**config.mk**
```make
export PLATFORM = sky130hd
export DESIGN_NAME = sbch_handler
export DESIGN_NICKNAME = d
export VERILOG_FILES = /design/src/design/sbch_pkg.sv /design/src/design/sbch_fifo.sv /design/src/design/sbch_handler.sv
export VERILOG_INCLUDE_DIRS = /design/src /design/src/design
export SDC_FILE = /design/constraint.sdc
export NUM_CORES = 1
export LEC_CHECK = 0
export BUFFER_PORTS_ARGS = -buffer_cell sky130_fd_sc_hd__buf_4
export CORE_AREA = 10 10 167 169
export CTS_CLUSTER_DIAMETER = 60
export DETAILED_ROUTE_END_ITERATION = 8
export DIE_AREA = 0 0 177 179
export PLACE_DENSITY = 0.8
export SYNTH_ARGS = -nofsm -noshare
export SYNTH_HDL_FRONTEND = slang
export SYNTH_HIERARCHICAL = 1
export SYNTH_SLANG_ARGS = --single-unit
```
**constraint.sdc**
```tcl
create_clock -name clk -period 8.3 [get_ports clk]
set_clock_uncertainty 0.15 [all_clocks]
set_input_delay 1.66 -clock clk [delete_from_list [all_inputs] [get_ports clk]]
set_output_delay 1.66 -clock clk [all_outputs]
set_load 0.02 [all_outputs]
```
**src/design/sbch_map.svh**
```systemverilog
// Byte codes, lengths and address constants of the serial boot command handler
`ifndef SBCH_MAP_SVH
`define SBCH_MAP_SVH

`define SBCH_MATCH_BYTE  8'h5A
`define SBCH_ERR_HDR1    8'hA1
`define SBCH_ERR_HDR2    8'hA3
`define SBCH_ERR_BAUD    8'h62
`define SBCH_ERR_CMD     8'h63

`define SBCH_CMD_ERASE   8'hF0
`define SBCH_CMD_WRITE   8'h30
`define SBCH_CMD_LOAD    8'h60
`define SBCH_CMD_SUM     8'h90
`define SBCH_CMD_ID      8'hC0
`define SBCH_CMD_STAT    8'hC3
`define SBCH_CMD_SECURE  8'hFA

`define SBCH_LEN_ECHO    4'h1
`define SBCH_LEN_SUM     4'h2
`define SBCH_LEN_ERR     4'h9
`define SBCH_LEN_ID      4'hE
`define SBCH_LEN_STAT    4'h8
`define SBCH_ADDR_BYTES  3'h7

`define SBCH_FLASH_LO    16'h1000
`define SBCH_FLASH_HI    16'hFFFF
`define SBCH_SECT_FIRST  4'h1
`define SBCH_CHIP_AREA   8'h1F

`endif

```
**src/design/sbch_pkg.sv**
```systemverilog
// Types of the serial boot command handler
`default_nettype none
package sbch_pkg;

  typedef enum logic [4:0] {
    ST_MATCH, ST_BAUD, ST_BAUD_SWAP, ST_CMD, ST_ADDR, ST_PW, ST_AREA, ST_ERASE,
    ST_HEX, ST_SUM_GO, ST_SUM, ST_SEC_GO, ST_SEC, ST_EXEC, ST_RUN, ST_SEND, ST_HALT
  } sbch_state_t;

  typedef struct packed {
    sbch_state_t  st;
    sbch_state_t  after;
    logic [111:0] txbuf;
    logic [3:0]   left;
    logic         push;
    logic [7:0]   push_data;
    logic [7:0]   cmd;
    logic [2:0]   nbyte;
    logic         err;
    logic [31:0]  pw_cnt_addr;
    logic [31:0]  pw_cmp_addr;
    logic         pw_req;
    logic         pw_valid;
    logic [7:0]   pw_data;
    logic [7:0]   baud_sel;
    logic         baud_apply;
    logic         hex_valid;
    logic [7:0]   hex_data;
    logic         hex_to_ram;
    logic         erase_req;
    logic         erase_chip;
    logic [3:0]   erase_first;
    logic [3:0]   erase_last;
    logic         sum_req;
    logic         sec_set_req;
    logic         exec_req;
    logic         halted;
  } sbch_reg_t;

endpackage : sbch_pkg
`default_nettype wire

```
**src/design/sbch_fifo.sv**
```systemverilog
// Small synchronous FIFO between the command engine and the transmitter
`timescale 1ns/1ps
`default_nettype none
module sbch_fifo #(
  parameter int W     = 8,
  parameter int DEPTH = 4
) (
  input  wire logic         clk,
  input  wire logic         sys_rst,
  input  wire logic         in_valid,
  input  wire logic [W-1:0] in_data,
  output logic              in_ready,
  output logic              out_valid,
  output logic [W-1:0]      out_data,
  input  wire logic         out_ready
);
  localparam int AW = (DEPTH > 1) ? $clog2(DEPTH) : 1;

  typedef struct packed {
    logic [DEPTH-1:0][W-1:0] mem;
    logic [AW-1:0]           wp;
    logic [AW-1:0]           rp;
    logic [AW:0]             cnt;
  } sbch_fifo_st_t;

  sbch_fifo_st_t s, nxt_s;
  logic          do_wr;
  logic          do_rd;

  assign in_ready  = (s.cnt != (AW+1)'(DEPTH));
  assign out_valid = (s.cnt != '0);
  assign out_data  = s.mem[s.rp];
  assign do_wr     = in_valid && in_ready;
  assign do_rd     = out_valid && out_ready;

  always_comb begin
    nxt_s = s;
    if (do_wr) begin
      nxt_s.mem[s.wp] = in_data;
      // Depth is a power of two, so the pointer wraps by overflow
      nxt_s.wp = AW'(s.wp + 1'b1);
    end
    if (do_rd) begin
      nxt_s.rp = AW'(s.rp + 1'b1);
    end
    nxt_s.cnt = (AW+1)'(s.cnt + {{AW{1'b0}}, do_wr} - {{AW{1'b0}}, do_rd});
  end

  always_ff @(posedge clk or posedge sys_rst) begin
    if (sys_rst) begin
      s <= '0;
    end else begin
      s <= nxt_s;
    end
  end
endmodule : sbch_fifo
`default_nettype wire

```
**src/design/sbch_handler.sv**
```systemverilog
// Serial boot command handler: byte sequencer for the boot-mode link
`timescale 1ns/1ps
`default_nettype none
`include "sbch_map.svh"

// Functional notes
// - RAM loader forwards hex bytes to RAM; checksum only after a clean end.
// - After the loader checksum is sent, request a jump to the loaded program.
// - Loader command is refused while security is on.
// - Loader runs only after password match, check skipped for a blank part.
// - Checksum command sums flash 1000H to FFFFH and returns it.
// - No command exists to read flash contents back.
// - Identification sends a 13-byte code including the program memory extent.
// - Status sends a 7-byte code with FFE0H-FFFFH state and security state.
// - Security blocks flash write and loader commands on the serial link.
// - Security is cleared only by a whole-array chip erase.
// - Matching byte 5AH is echoed; any other byte gets no answer.
// - Valid baud code is echoed; else A1H, A3H, 62H triples, then halt.
// - From the fifth byte the modified baud rate applies.
// - Valid command echoed; else A1H, A3H, 63H triples, then halt.
// - Password mismatch halts silently until pin reset.
// - Reception error in addresses or password halts until reset.
// - Erase area byte: upper nibble start, lower nibble end.
// - After erase send checksum upper then lower byte; on error nothing.
// - Checksum returned only without reception or hex format error.
// - After any checksum but the loader's, wait for the next command at the new rate.
// - Chip or 4-kbyte sector erase; sector erase refused while secure.
// - Part counts as blank when FFE0H-FFFFH all hold FFH.
// - Commands 30H, 60H, 90H, C0H, C3H, FAH and F0H are recognised.
module sbch_handler #(
  parameter logic [71:0] ID_CODE   = 72'h0,  // Arbitrary product code
  parameter logic [47:0] STAT_CODE = 48'h0,  // Arbitrary fixed status prefix
  parameter int          FIFO_DEPTH = 4
) (
  input  wire logic        clk,
  input  wire logic        sys_rst,
  input  wire logic        rx_valid,
  input  wire logic [7:0]  rx_data,
  input  wire logic        rx_err,
  input  wire logic        baud_code_ok,
  input  wire logic        blank_part,
  input  wire logic        secure,
  input  wire logic        pw_done,
  input  wire logic        pw_ok,
  input  wire logic        hex_end,
  input  wire logic        hex_fmt_err,
  input  wire logic        erase_done,
  input  wire logic        sum_done,
  input  wire logic [15:0] sum_value,
  input  wire logic        sec_set_done,
  input  wire logic        tx_ready,
  output logic             tx_valid,
  output logic [7:0]       tx_data,
  output logic [7:0]       baud_sel,
  output logic             baud_apply,
  output logic             pw_req,
  output logic [31:0]      pw_cnt_addr,
  output logic [31:0]      pw_cmp_addr,
  output logic             pw_valid,
  output logic [7:0]       pw_data,
  output logic             hex_valid,
  output logic [7:0]       hex_data,
  output logic             hex_to_ram,
  output logic             erase_req,
  output logic             erase_chip,
  output logic [3:0]       erase_first,
  output logic [3:0]       erase_last,
  output logic             sum_req,
  output logic             sec_set_req,
  output logic             exec_req,
  output logic             halted
);

  sbch_pkg::sbch_reg_t s, nxt_s;
  logic                fifo_in_ready;
  logic                fifo_out_valid;

  function automatic logic known_cmd(logic [7:0] c);
    // No read-back code exists: anything outside this set is an error
    known_cmd = (c == `SBCH_CMD_ERASE) || (c == `SBCH_CMD_WRITE) || (c == `SBCH_CMD_LOAD) ||
                (c == `SBCH_CMD_SUM)   || (c == `SBCH_CMD_ID)    || (c == `SBCH_CMD_STAT) ||
                (c == `SBCH_CMD_SECURE);
  endfunction : known_cmd

  function automatic sbch_pkg::sbch_reg_t load_tx(sbch_pkg::sbch_reg_t r, logic [111:0] d,
                                                   logic [3:0] n, sbch_pkg::sbch_state_t nx);
    load_tx       = r;
    load_tx.txbuf = d;
    load_tx.left  = n;
    load_tx.after = nx;
    load_tx.st    = sbch_pkg::ST_SEND;
  endfunction : load_tx

  function automatic logic [111:0] err_triple(logic [7:0] code);
    err_triple = {{3{`SBCH_ERR_HDR1}}, {3{`SBCH_ERR_HDR2}}, {3{code}}, 40'h0};
  endfunction : err_triple

  always_comb begin
    nxt_s             = s;
    nxt_s.pw_req      = 1'b0;
    nxt_s.pw_valid    = 1'b0;
    nxt_s.hex_valid   = 1'b0;
    nxt_s.baud_apply  = 1'b0;
    nxt_s.erase_req   = 1'b0;
    nxt_s.sum_req     = 1'b0;
    nxt_s.sec_set_req = 1'b0;
    nxt_s.exec_req    = 1'b0;
    if (!(s.push && !fifo_in_ready)) begin
      nxt_s.push = 1'b0;
    end
    unique case (s.st)
      sbch_pkg::ST_MATCH: begin
        // Unrecognised bytes are dropped; the controller keeps retrying
        if (rx_valid && !rx_err && rx_data == `SBCH_MATCH_BYTE) begin
          nxt_s = load_tx(nxt_s, {`SBCH_MATCH_BYTE, 104'h0}, `SBCH_LEN_ECHO, sbch_pkg::ST_BAUD);
        end
      end
      sbch_pkg::ST_BAUD: begin
        if (rx_valid) begin
          if (rx_err || !baud_code_ok) begin
            nxt_s = load_tx(nxt_s, err_triple(`SBCH_ERR_BAUD), `SBCH_LEN_ERR, sbch_pkg::ST_HALT);
          end else begin
            nxt_s.cmd = rx_data;
            nxt_s = load_tx(nxt_s, {rx_data, 104'h0}, `SBCH_LEN_ECHO, sbch_pkg::ST_BAUD_SWAP);
          end
        end
      end
      sbch_pkg::ST_BAUD_SWAP: begin
        // Switch only once the echo has left, so it still goes out at the old rate
        if (!fifo_out_valid && !s.push) begin
          nxt_s.baud_sel   = s.cmd;
          nxt_s.baud_apply = 1'b1;
          nxt_s.st         = sbch_pkg::ST_CMD;
        end
      end
      sbch_pkg::ST_CMD: begin
        if (rx_valid && !rx_err) begin
          nxt_s.cmd   = rx_data;
          nxt_s.nbyte = 3'h0;
          nxt_s.err   = 1'b0;
          if (!known_cmd(rx_data)) begin
            nxt_s = load_tx(nxt_s, err_triple(`SBCH_ERR_CMD), `SBCH_LEN_ERR, sbch_pkg::ST_HALT);
          end else if (secure && (rx_data == `SBCH_CMD_WRITE || rx_data == `SBCH_CMD_LOAD)) begin
            nxt_s.st = sbch_pkg::ST_HALT;
          end else if (rx_data == `SBCH_CMD_ID) begin
            nxt_s = load_tx(nxt_s, {rx_data, ID_CODE, `SBCH_FLASH_LO, `SBCH_FLASH_HI},
                            `SBCH_LEN_ID, sbch_pkg::ST_CMD);
          end else if (rx_data == `SBCH_CMD_STAT) begin
            nxt_s = load_tx(nxt_s, {rx_data, STAT_CODE, 6'h00, secure, blank_part, 48'h0},
                            `SBCH_LEN_STAT, sbch_pkg::ST_CMD);
          end else if (rx_data == `SBCH_CMD_SUM) begin
            nxt_s.hex_to_ram = 1'b0;
            nxt_s = load_tx(nxt_s, {rx_data, 104'h0}, `SBCH_LEN_ECHO, sbch_pkg::ST_SUM_GO);
          end else if (rx_data == `SBCH_CMD_SECURE) begin
            nxt_s = load_tx(nxt_s, {rx_data, 104'h0}, `SBCH_LEN_ECHO, sbch_pkg::ST_SEC_GO);
          end else begin
            nxt_s.hex_to_ram = (rx_data == `SBCH_CMD_LOAD);
            nxt_s = load_tx(nxt_s, {rx_data, 104'h0}, `SBCH_LEN_ECHO, sbch_pkg::ST_ADDR);
          end
        end
      end
      sbch_pkg::ST_ADDR: begin
        if (rx_valid) begin
          if (rx_err) begin
            nxt_s.st = sbch_pkg::ST_HALT;
          end else begin
            // Count address bytes first, then compare address, upper part first
            if (s.nbyte[2]) begin
              nxt_s.pw_cmp_addr = {s.pw_cmp_addr[23:0], rx_data};
            end else begin
              nxt_s.pw_cnt_addr = {s.pw_cnt_addr[23:0], rx_data};
            end
            nxt_s.nbyte = 3'(s.nbyte + 1'b1);
            if (s.nbyte == `SBCH_ADDR_BYTES) begin
              if (blank_part) begin
                // Blank part: no password string follows
                nxt_s.st = (s.cmd == `SBCH_CMD_ERASE) ? sbch_pkg::ST_AREA : sbch_pkg::ST_HEX;
              end else begin
                nxt_s.pw_req = 1'b1;
                nxt_s.st     = sbch_pkg::ST_PW;
              end
            end
          end
        end
      end
      sbch_pkg::ST_PW: begin
        if (rx_valid && rx_err) begin
          nxt_s.st = sbch_pkg::ST_HALT;
        end else if (pw_done) begin
          if (!pw_ok) begin
            nxt_s.st = sbch_pkg::ST_HALT;
          end else begin
            nxt_s.st = (s.cmd == `SBCH_CMD_ERASE) ? sbch_pkg::ST_AREA : sbch_pkg::ST_HEX;
          end
        end else if (rx_valid) begin
          nxt_s.pw_valid = 1'b1;
          nxt_s.pw_data  = rx_data;
        end
      end
      sbch_pkg::ST_AREA: begin
        if (rx_valid) begin
          nxt_s.erase_first = rx_data[7:4];
          nxt_s.erase_last  = rx_data[3:0];
          nxt_s.erase_chip  = (rx_data == `SBCH_CHIP_AREA);
          // A bad or refused range answers nothing and falls back to waiting
          if (rx_err || rx_data[7:4] < `SBCH_SECT_FIRST || rx_data[7:4] > rx_data[3:0] ||
              (secure && rx_data != `SBCH_CHIP_AREA)) begin
            nxt_s.st = sbch_pkg::ST_CMD;
          end else begin
            nxt_s.erase_req = 1'b1;
            nxt_s.st        = sbch_pkg::ST_ERASE;
          end
        end
      end
      sbch_pkg::ST_ERASE: begin
        if (erase_done) begin
          nxt_s.st = sbch_pkg::ST_SUM_GO;
        end
      end
      sbch_pkg::ST_HEX: begin
        if (rx_valid && !rx_err) begin
          nxt_s.hex_valid = 1'b1;
          nxt_s.hex_data  = rx_data;
        end
        if ((rx_valid && rx_err) || hex_fmt_err) begin
          nxt_s.err = 1'b1;
        end
        if (hex_end) begin
          // Any error seen during the transfer suppresses the checksum reply
          nxt_s.st = (s.err || hex_fmt_err || (rx_valid && rx_err)) ? sbch_pkg::ST_CMD
                                                                     : sbch_pkg::ST_SUM_GO;
        end
      end
      sbch_pkg::ST_SUM_GO: begin
        nxt_s.sum_req = 1'b1;
        nxt_s.st      = sbch_pkg::ST_SUM;
      end
      sbch_pkg::ST_SUM: begin
        if (sum_done) begin
          nxt_s = load_tx(nxt_s, {sum_value, 96'h0}, `SBCH_LEN_SUM,
                          (s.cmd == `SBCH_CMD_LOAD) ? sbch_pkg::ST_EXEC : sbch_pkg::ST_CMD);
        end
      end
      sbch_pkg::ST_SEC_GO: begin
        nxt_s.sec_set_req = 1'b1;
        nxt_s.st          = sbch_pkg::ST_SEC;
      end
      sbch_pkg::ST_SEC: begin
        if (sec_set_done) begin
          nxt_s.st = sbch_pkg::ST_CMD;
        end
      end
      sbch_pkg::ST_EXEC: begin
        nxt_s.exec_req = 1'b1;
        nxt_s.st       = sbch_pkg::ST_RUN;
      end
      sbch_pkg::ST_RUN: begin
        nxt_s.st = sbch_pkg::ST_RUN;
      end
      sbch_pkg::ST_SEND: begin
        // Bytes leave whole; the serialiser adds start and stop bits
        if (!(s.push && !fifo_in_ready)) begin
          if (s.left != 4'h0) begin
            nxt_s.push      = 1'b1;
            nxt_s.push_data = s.txbuf[111:104];
            nxt_s.txbuf     = {s.txbuf[103:0], 8'h00};
            nxt_s.left      = 4'(s.left - 1'b1);
          end else begin
            nxt_s.st = s.after;
          end
        end
      end
      sbch_pkg::ST_HALT: begin
        nxt_s.halted = 1'b1;
      end
      default: begin
        nxt_s.st = sbch_pkg::ST_HALT;
      end
    endcase
  end

  always_ff @(posedge clk or posedge sys_rst) begin
    if (sys_rst) begin
      s    <= '0;
      s.st <= sbch_pkg::ST_MATCH;
    end else begin
      s <= nxt_s;
    end
  end

  sbch_fifo #(
    .W     (8),
    .DEPTH (FIFO_DEPTH)
  ) u_tx_fifo (
    .clk       (clk),
    .sys_rst   (sys_rst),
    .in_valid  (s.push),
    .in_data   (s.push_data),
    .in_ready  (fifo_in_ready),
    .out_valid (fifo_out_valid),
    .out_data  (tx_data),
    .out_ready (tx_ready)
  );

  assign tx_valid    = fifo_out_valid;
  assign baud_sel    = s.baud_sel;
  assign baud_apply  = s.baud_apply;
  assign pw_req      = s.pw_req;
  assign pw_cnt_addr = s.pw_cnt_addr;
  assign pw_cmp_addr = s.pw_cmp_addr;
  assign pw_valid    = s.pw_valid;
  assign pw_data     = s.pw_data;
  assign hex_valid   = s.hex_valid;
  assign hex_data    = s.hex_data;
  assign hex_to_ram  = s.hex_to_ram;
  assign erase_req   = s.erase_req;
  assign erase_chip  = s.erase_chip;
  assign erase_first = s.erase_first;
  assign erase_last  = s.erase_last;
  assign sum_req     = s.sum_req;
  assign sec_set_req = s.sec_set_req;
  assign exec_req    = s.exec_req;
  assign halted      = s.halted;
endmodule : sbch_handler
`default_nettype wire

```
-- Word level (Yosys, flattened, before mapping)
Index checks and enable logic that the tools add are counted.
- equality and inequality tests: 50
- $add $sub $neg: 6
- bitwise gates (word level): 13
- reductions and logical operators: 53
- mux-type cells: 70
- order comparisons: 5
- operators with widths (cell ; count):
    254-bit 2-to-1 mux ; 8
    125-bit one-hot mux with 5 select lines ; 1
    249-bit 2-to-1 mux ; 2
    65-bit one-hot mux with 5 select lines ; 1
    125-bit 2-to-1 mux ; 2
    248-bit 2-to-1 mux ; 1
    9-bit one-hot mux with 5 select lines ; 3
    65-bit 2-to-1 mux ; 2
    5-bit one-hot mux with 16 select lines ; 1
    5-bit 2-to-1 mux ; 14
    32-bit 2-to-1 mux ; 2
    10-bit one-hot mux with 5 select lines ; 1
    8-bit equality test, second input constant ; 6
    9-bit 2-to-1 mux ; 5
    5-bit by 4-bit equality test with 1-bit output, second input constant ; 8
    6-bit AND reduction ; 6
    2-bit != test, second input constant ; 17
    32-bit bitwise mux ; 1
    8-bit one-hot mux with 4 select lines ; 1
    8-bit AND reduction ; 4
    1-bit one-hot mux with 5 select lines ; 5
    8-bit by 7-bit equality test with 1-bit output, second input constant ; 3
    5-bit by 3-bit equality test with 1-bit output, second input constant ; 4
    5-bit one-hot mux with 4 select lines ; 1
    other kinds (40) ; 98
- flip-flop bits (word level): 293
- output and inout port bits: 116
- word-level logic and storage cells: 231

-- Longest topological paths before layout
Gate-level depths: netlist of run 1.
- word-level depth: 12
- depth in mapped cells: 10

-- Hierarchy
The synthesis of run 1 kept the hierarchy.
- by module, submodules not included (module ; sequential area each (µm²) ; area an instance (µm²) ; cells each ; times used):
    sbch_handler ; 5180.0 ; 10064.7 ; 939 ; 1
    sbch_fifo ; 975.9 ; 1951.9 ; 114 ; 1

-- Least setup slack after synthesis of run 1
Ideal clock, no wire load.
- kind: input-to-reg
- start point: input port rx_err
- end point: register s[249] (netlist bit)
- slack: 4.647 ns
- arrival time: 3.378 ns
- library setup time: 0.125 ns
- cell stages on the path: 9
- cells stage by stage: buf_2 -> nand2b_1 -> buf_2 -> nor4_2 -> o41ai_4 -> a2111oi_1 -> and3_1 -> buf_6 -> mux2_4
- cells in the longest elaborated chain, start to end: 5
- RTL lines (what ; line ; source):
    start, declared ; sbch_handler.sv:39 ; input wire logic rx_err,
    1-bit logical NOT ; sbch_handler.sv:114, sbch_handler.sv:137 ;
    1-bit logical AND ; sbch_handler.sv:114, sbch_handler.sv:137 ;
    1-bit logical AND (no line) ; n/a ;
    2-bit != test (no line) ; n/a ;
    15-bit AND reduction (no line) ; n/a ;
    end signal, assigned ; sbch_handler.sv:287 ; s <= nxt_s;
    end, declared ; sbch_handler.sv:74 ; sbch_pkg::sbch_reg_t s, nxt_s;
Several ways; a longest one is shown, not always the timed one. The select of a mux whose other input is x is not followed.
A chain may end at the register's enable or synchronous reset.

-- Worst setup path in the final report of run 1
- start point: input port rx_data[0]
- end point: register s[131] (netlist bit)
- cells in the longest elaborated chain, start to end: 10
- RTL lines (what ; line ; source):
    start, declared ; sbch_handler.sv:38 ; input wire logic [7:0] rx_data,
    branches (longest 10 deep; another with 254-bit 2-to-1 mux) ; n/a ;
Parallel ways; which one is timed is not known. The select of a mux whose other input is x is not followed.

==> results of run 1 <==
==> registers in the layout, indices dropped and copies added, names as in the netlist, 4 cells and up <==
register	count
erase_first	4
erase_last	4
pw_data	8
pw_cnt_addr	32
baud_sel	8
s	100
pw_cmp_addr	32
hex_data	8
u_tx_fifo/s	39
==> power breakdown <==
| part | internal (mW) | total (mW) | switching [mW] |
|---|---|---|---|
| sequential | 1.47 | 1.74 | 0.275 |
| combinational | 0.515 | 1.20 | 0.690 |
| clock | 0.744 | 1.21 | 0.462 |
| total | 2.73 | 4.16 | 1.43 |
==> logic make-up (layout without fill, tap and decap cells) <==
group,count (synthesis),after routing,synth area share [%]
and+or+nand+nor,293,293,12.1
buffers and inverters,186,229,9.94
DFF,246,246,51.2
adders and majority gates,15,15,1.62
xor gates and xnor gates,8,8,0.583
AOI/OAI and AO/OA,175,175,9.85
muxes,130,130,14.7
==> layer usage <==
layer | share of wire, % | GRT usage (%)
met1 | 42 | 23.2
met4 | 3.1 | 6.41
met5 | 0 | 0
met2 | 49 | 28.6
met3 | 6.6 | 3.66
==> cells in the final DEF, fill, tap and decap left out, types with 5 or more instances in the layout <==
| master | Yosys | final |
|---|---|---|
| nor3_1 | 15 | 15 |
| nor2b_1 | 5 | 5 |
| mux4_2 | 8 | 8 |
| bufinv_16 | 0 | 5 |
| nor4_1 | 5 | 5 |
| a22oi_1 | 5 | 5 |
| o21ai_1 | 5 | 5 |
| nand2b_1 | 13 | 13 |
| nor2_1 | 73 | 72 |
| nand2_1 | 117 | 117 |
| clkbuf_16 | 0 | 25 |
| mux2_1 | 7 | 7 |
| nand3_1 | 11 | 11 |
| or3_1 | 8 | 8 |
| dfrtp_1 | 246 | 246 |
| a31oi_1 | 10 | 10 |
| a221oi_1 | 12 | 12 |
| o21ai_0 | 35 | 35 |
| buf_4 | 105 | 161 |
| inv_1 | 24 | 23 |
| clkinv_2 | 0 | 5 |
| xnor2_1 | 5 | 5 |
| ha_1 | 14 | 14 |
| a22o_1 | 22 | 22 |
| a21oi_1 | 48 | 48 |
| mux2_2 | 58 | 58 |
| mux2_4 | 56 | 56 |
==> path summary, 6_finish.rpt <==
kind | from | to | slack [ns] | cells past startpoint
worst max-delay path | rx_data[0] | s[131] | 4.48 | 8
worst min-delay path | s[108] | s[108] | 0.33 | 1
worst max register to register | s[252] | s[209] | 4.61 | 7
worst min register to register | s[108] | s[108] | 0.33 | 1
max in group asynchronous | sys_rst | pw_data[5] | 5.33 | 3
min in group asynchronous | sys_rst | sum_req | 1.13 | 2
==> stage by stage <==
step | worst slack, ns | hold WS, ns | utilization, % | std cells | area (µm²)
final | 4.48 | 0.325 | 54.3 | 1426 | 13400
after global routing | 4.32 | 0.345 | 54.3 | 1426 | 13400
after CTS | 4.48 | 0.326 | 54.3 | 1426 | 13400
after detailed placement | 3.94 | 0.314 | 50.8 | 1382 | 12600
after global placement | 4.01 | 0.305 | 50.8 | 1382 | 12600
after floorplan | 0.838 | 0.289 | - | 1053 | 12000
==> final cells by class <==
type	instances	area [µm²]	area share, %
repair buffers	161	1210	8.99
clock buffers	32	692	5.14
inverters	24	97.6	0.726
multi-input cells	621	4690	34.9
well taps	330	413	3.07
flip-flops and latches	246	6160	45.8
clock inverters	12	193	1.43
==> worst register-to-register path, stage by stage (launching register included) <==
cell and delay [ns]:
dfrtp_1 0.88, nand2_2 0.30, nor3_1 0.40, nand2_1 0.52, a211o_2 0.77, nor2_1 0.20
buf_4 0.25, a21oi_1 0.11
==> results.ini, run 1 <==
[logic_synthesis]
yosys-top-cells-area = dfrtp_1 51%, mux2_4 7.0%, buf_4 6.6%, mux2_2 5.4%, nand2_1 3.7%
syn_area_um2 = 12000
synthTopCellsByCount = 246 x dfrtp_1, 117 x nand2_1, 105 x buf_4
avgSynthCellArea_um2 = 11.4
synth_top_area_share_pct = 51.2
postSynthCellCount = 1053
seq_area_frac_synth_pct = 51.2
yosys_warnings = 6
synth_flop_cell = dfrtp_1
synthArstFlopShare_pct = 100
yosysUniqueCellTypes = 80
synth_edf_count = 0
synth_most_common_cell = dfrtp_1
syn_nets = 1107
ys_ff_latch = 246
yosysTopAreaCell = dfrtp_1

[grt]
grt_max_degree = 128
grt_pass1_vias = 7757
grt_usage_pct = 17.7
antenna_found_initial = 0
grt_pass1_wl_um = 44900
overflow = 0

[power]
ir_worst_vdd_uv = 152
pwr_density_cell_nw_per_um2 = 309
leakage_nw = 6.49
power_mw = 4.16

[die]
rows = 58
die_area_um2 = 31700
core_area_um2 = 24700
die_x_um = 177
die_h_um = 179
io_pins = 155
start_util_pct = 48.6

[timing]
tightest_slew_ns = 1.09
tns_ns = 0
hold_violations = 0
period_minus_slack_ns = 3.82
rsz0062_at_grt = no
drv_slew = 0
max_slew_margin_pct = 25.5
post-route-period-util_pct = 46.0
finalSetupViolations = 0
max_freq_ghz = 0.262

[clocking]
cts_tree = done
cts_buffers = 25
clockBufferDepth = 3
cts-root-buf = clkbuf_16
insertion_delay_ns = 0.53
cts-resized-gates = 0
clkTransAtPathRegs_ns = 0.06
clock_sinks = 246
cts-hold-fix-buffers = 0
htreeDepth = 1
post-cts-setup-buffers = 0

[worst_setup_path]
critPathSlowestCell = a211o_2
cp_top_family = simple AND/OR/NAND/NOR gates
crit_buf_inv = 2
critPathCaptureType = flip-flop
worstPathRequired_ns = 8.61
worst-setup-path-type = in -> reg
critPathArrivalTime_ns = 4.12
cpMostUsedCell = buf_4
slowest_delay_ns = 0.59
crit_chain = buf_4 > or4_4 > nor4_4 > and2_1 > a211o_2 > nor2_1 > buf_4 > a31oi_1
critPathMaxFanout = 41
start_kind = primary input

[place]
gp_congestion = 0.928
io_buffers = 154
hpwl_um = 20000

[drt]
via_per_inst = 5.54
num_vias = 7903
drc = 0
routed_wl_um = 28700
wl_per_cell_um = 20.1
ant_nets = 0
drt-pass1-iter-count = 5
drt_iter0_markers = 742

[min_path]
hold_class = reg -> reg

[final_layout]
n_antenna_cell = 0
area_delta_synth_final_pct = 11.9
drive_gt1_share_pct = 31.6
nets = 1133
num-fill-cells = 2041

[job]
maxCapViolations = 0

[run_status]
outcome = finished, final reports clean

Note: power is estimated with default switching activity, not from simulation.
==> inputs of run 2 (changes only) <==
- clock period: 8.3 -> 3.6 ns (I/O delays scaled with it)
==> run 2 against run 1 <==
Compared with the run above:
- sequential share of layout area fell by 0.82 points
- first-iteration DRC count fell by 22%
- flip-flop and latch count did not move
- non-clock buffer count rose by 19
- register-to-register slack got worse by 3.9 ns
- worst setup slack got worse by 3.8 ns
- via count rose by 2.6%
- critical path depth fell by 1
- global-route usage rose by 0.65 points
- combinational power rose by 140%
- worst hold slack got worse by 0.17 ns
- largest power group unchanged
- clock-buffer cell count rose by 6
==> results.ini, run 2 (synthesized netlist as in run 1, its figures left out) <==
[run_status]
outcome = finished, final reports clean  ; unchanged

[final_layout]
final-seq-area_um2 = 6160  ; unchanged
instances_no_fill = 1450  ; was 1426
largest_reg_flops = 100  ; unchanged
area_delta_synth_final_pct = 14.0  ; was 11.9%
nets = 1154  ; was 1133
largest_register = s  ; unchanged
multi_input_area_um2 = 4690  ; unchanged
design_area_um2 = 13700  ; was 13400 µm²
final_cell_mix = 246 x dfrtp_1, 175 x buf_4, 117 x nand2_1  ; was 246 x dfrtp_1, 161 x buf_4, 117 x nand2_1
mostFrequentLayoutCell = dfrtp_1  ; unchanged
num-fill-cells = 2061  ; was 2041
largestRegisters = s: 100 flops, u_tx_fifo/s: 39 flops  ; unchanged
drive_gt1_share_pct = 32.8  ; was 31.6%

[worst_setup_path]
r2r_slack_ns = 0.68  ; was 4.61 ns
critPathMaxFanout = 40  ; was 41
crit_chain = buf_4 > or3_1 > o41ai_4 > a211o_2 > buf_4 > nor4_2 > a21oi_1  ; was buf_4 > or4_4 > nor4_4 > and2_1 > a211o_2 > nor2_1 > buf_4 > a31oi_1
cp_top_family = compound AO/OA/AOI/OAI gates  ; was simple AND/OR/NAND/NOR gates
rr_worst_depth = 7  ; unchanged
critPathArrivalTime_ns = 3.25  ; was 4.12 ns
critPathCaptureType = flip-flop  ; unchanged
crit_buf_inv = 2  ; unchanged
cp_num_cells = 7  ; was 8
worstPathRequired_ns = 3.93  ; was 8.61 ns
start_kind = flip-flop  ; was primary input
critPathSlowestCell = o41ai_4  ; was a211o_2
slowest_delay_ns = 0.56  ; was 0.59 ns
cpMostUsedCell = buf_4  ; unchanged
worst-setup-path-type = reg -> reg  ; was in -> reg

[die]
die_h_um = 179  ; unchanged
rows = 58  ; unchanged
die_area_um2 = 31700  ; unchanged
die_x_um = 177  ; unchanged
start_util_pct = 48.6  ; unchanged
io_pins = 155  ; unchanged
core_area_um2 = 24700  ; unchanged

[timing]
finalSetupViolations = 0  ; unchanged
max_slew_margin_pct = 43.3  ; was 25.5%
setup_ws_ns = 0.677  ; was 4.48 ns
hold_slack_ns = 0.151  ; was 0.325 ns
rsz0062_at_grt = no  ; unchanged
max_freq_ghz = 0.342
tns_ns = 0  ; unchanged
period_minus_slack_ns = 2.92
tightest_slew_ns = 0.848  ; was 1.09 ns
hold_violations = 0  ; unchanged
post-route-period-util_pct = 81.2
drv_slew = 0  ; unchanged

[drt]
num_vias = 8112  ; was 7903
ant_nets = 0  ; unchanged
via_per_inst = 5.59  ; was 5.54
drt-pass1-iter-count = 8  ; was 5
drc = 0  ; unchanged
drt_iter0_markers = 581  ; was 742
routed_wl_um = 29200  ; was 28700 µm
wl_per_cell_um = 20.1  ; about the same

[grt]
grt_pass1_wl_um = 46900  ; was 44900 µm
grt_usage_pct = 18.4  ; was 17.7%
overflow = 0  ; unchanged
grt_pass1_vias = 8173  ; was 7757
antenna_found_initial = 1  ; was 0
grt_max_degree = 64  ; was 128

[clocking]
cts-hold-fix-buffers = 0  ; unchanged
cts-resized-gates = 0  ; unchanged
post-cts-setup-buffers = 0  ; unchanged
clkTransAtPathRegs_ns = 0.06  ; about the same
cts_buffers = 27  ; was 25
cts_tree = done  ; unchanged
htreeDepth = 1  ; unchanged
insertion_delay_ns = 0.55  ; was 0.53 ns
cts-root-buf = clkbuf_16  ; unchanged
clock_sinks = 246  ; unchanged
clockBufferDepth = 3  ; unchanged

[place]
hpwl_um = 20800  ; was 20000 µm
place_area_um2 = 12800  ; was 12600 µm²
dp_cells = 1401  ; was 1382
pre_cts_slack_ns = 0.535  ; was 3.94 ns
gp_congestion = 0.925  ; was 0.928
io_buffers = 154  ; unchanged

[power]
ir_worst_vdd_uv = 347  ; was 152 µV
leakage_nw = 6.60  ; was 6.49 nW
pwr_density_cell_nw_per_um2 = 712  ; was 309 nW/µm²

[min_path]
hold_class = in -> async  ; was reg -> reg

[job]
maxCapViolations = 0  ; unchanged

## run 2: metal layers
metal	global-route usage, %	vias up	routed length (µm)
li1	-	3684	-
met1	23.7	4100	11900
met2	29.6	272	14200
met3	4.47	56	2090
met4	6.62	0	941
met5	0	-	0
## run 2: layout make-up
cell class	instances	share of cell area (%)
Antenna cell	1	0.0183
Clock buffer	38	5.67
Clock inverter	10	1.09
Inverter	24	0.685
Multi-Input combinational cell	621	34.2
Sequential cell	246	45.0
Tap cell	330	3.02
Timing Repair Buffer	180	10.3
## run 2: worst paths after layout
| kind | start | to |
|---|---|---|
| min in group clk | pw_done | pw_valid |
| max in group asynchronous | sys_rst | pw_cmp_addr[23] |
| min reg2reg | s[108] | s[108] |
| max | s[250] | s[129] |
| max reg2reg | s[250] | s[129] |
| min | sys_rst | u_tx_fifo/s[38] |
## run 2: metrics by stage
stage,util (%),total power [mW]
floorplan,-,6.30
global placement,51.6,6.81
detailed placement,51.6,6.92
CTS,55.3,9.81
global route,55.3,10.3
finish,55.3,9.75
## run 2: worst reg2reg max path: stages (launching register included)
cell and delay, ns:
dfrtp_1 0.51, buf_4 0.25, or3_1 0.55, o41ai_4 0.57
a211o_2 0.19, buf_4 0.37, nor4_2 0.13, a21oi_1 0.13
## run 2: power by group
group | switching (mW) | internal (mW)
registers | 0.576 | 3.39
logic | 1.68 | 1.25
clock network | 1.13 | 1.72
total | 3.39 | 6.36
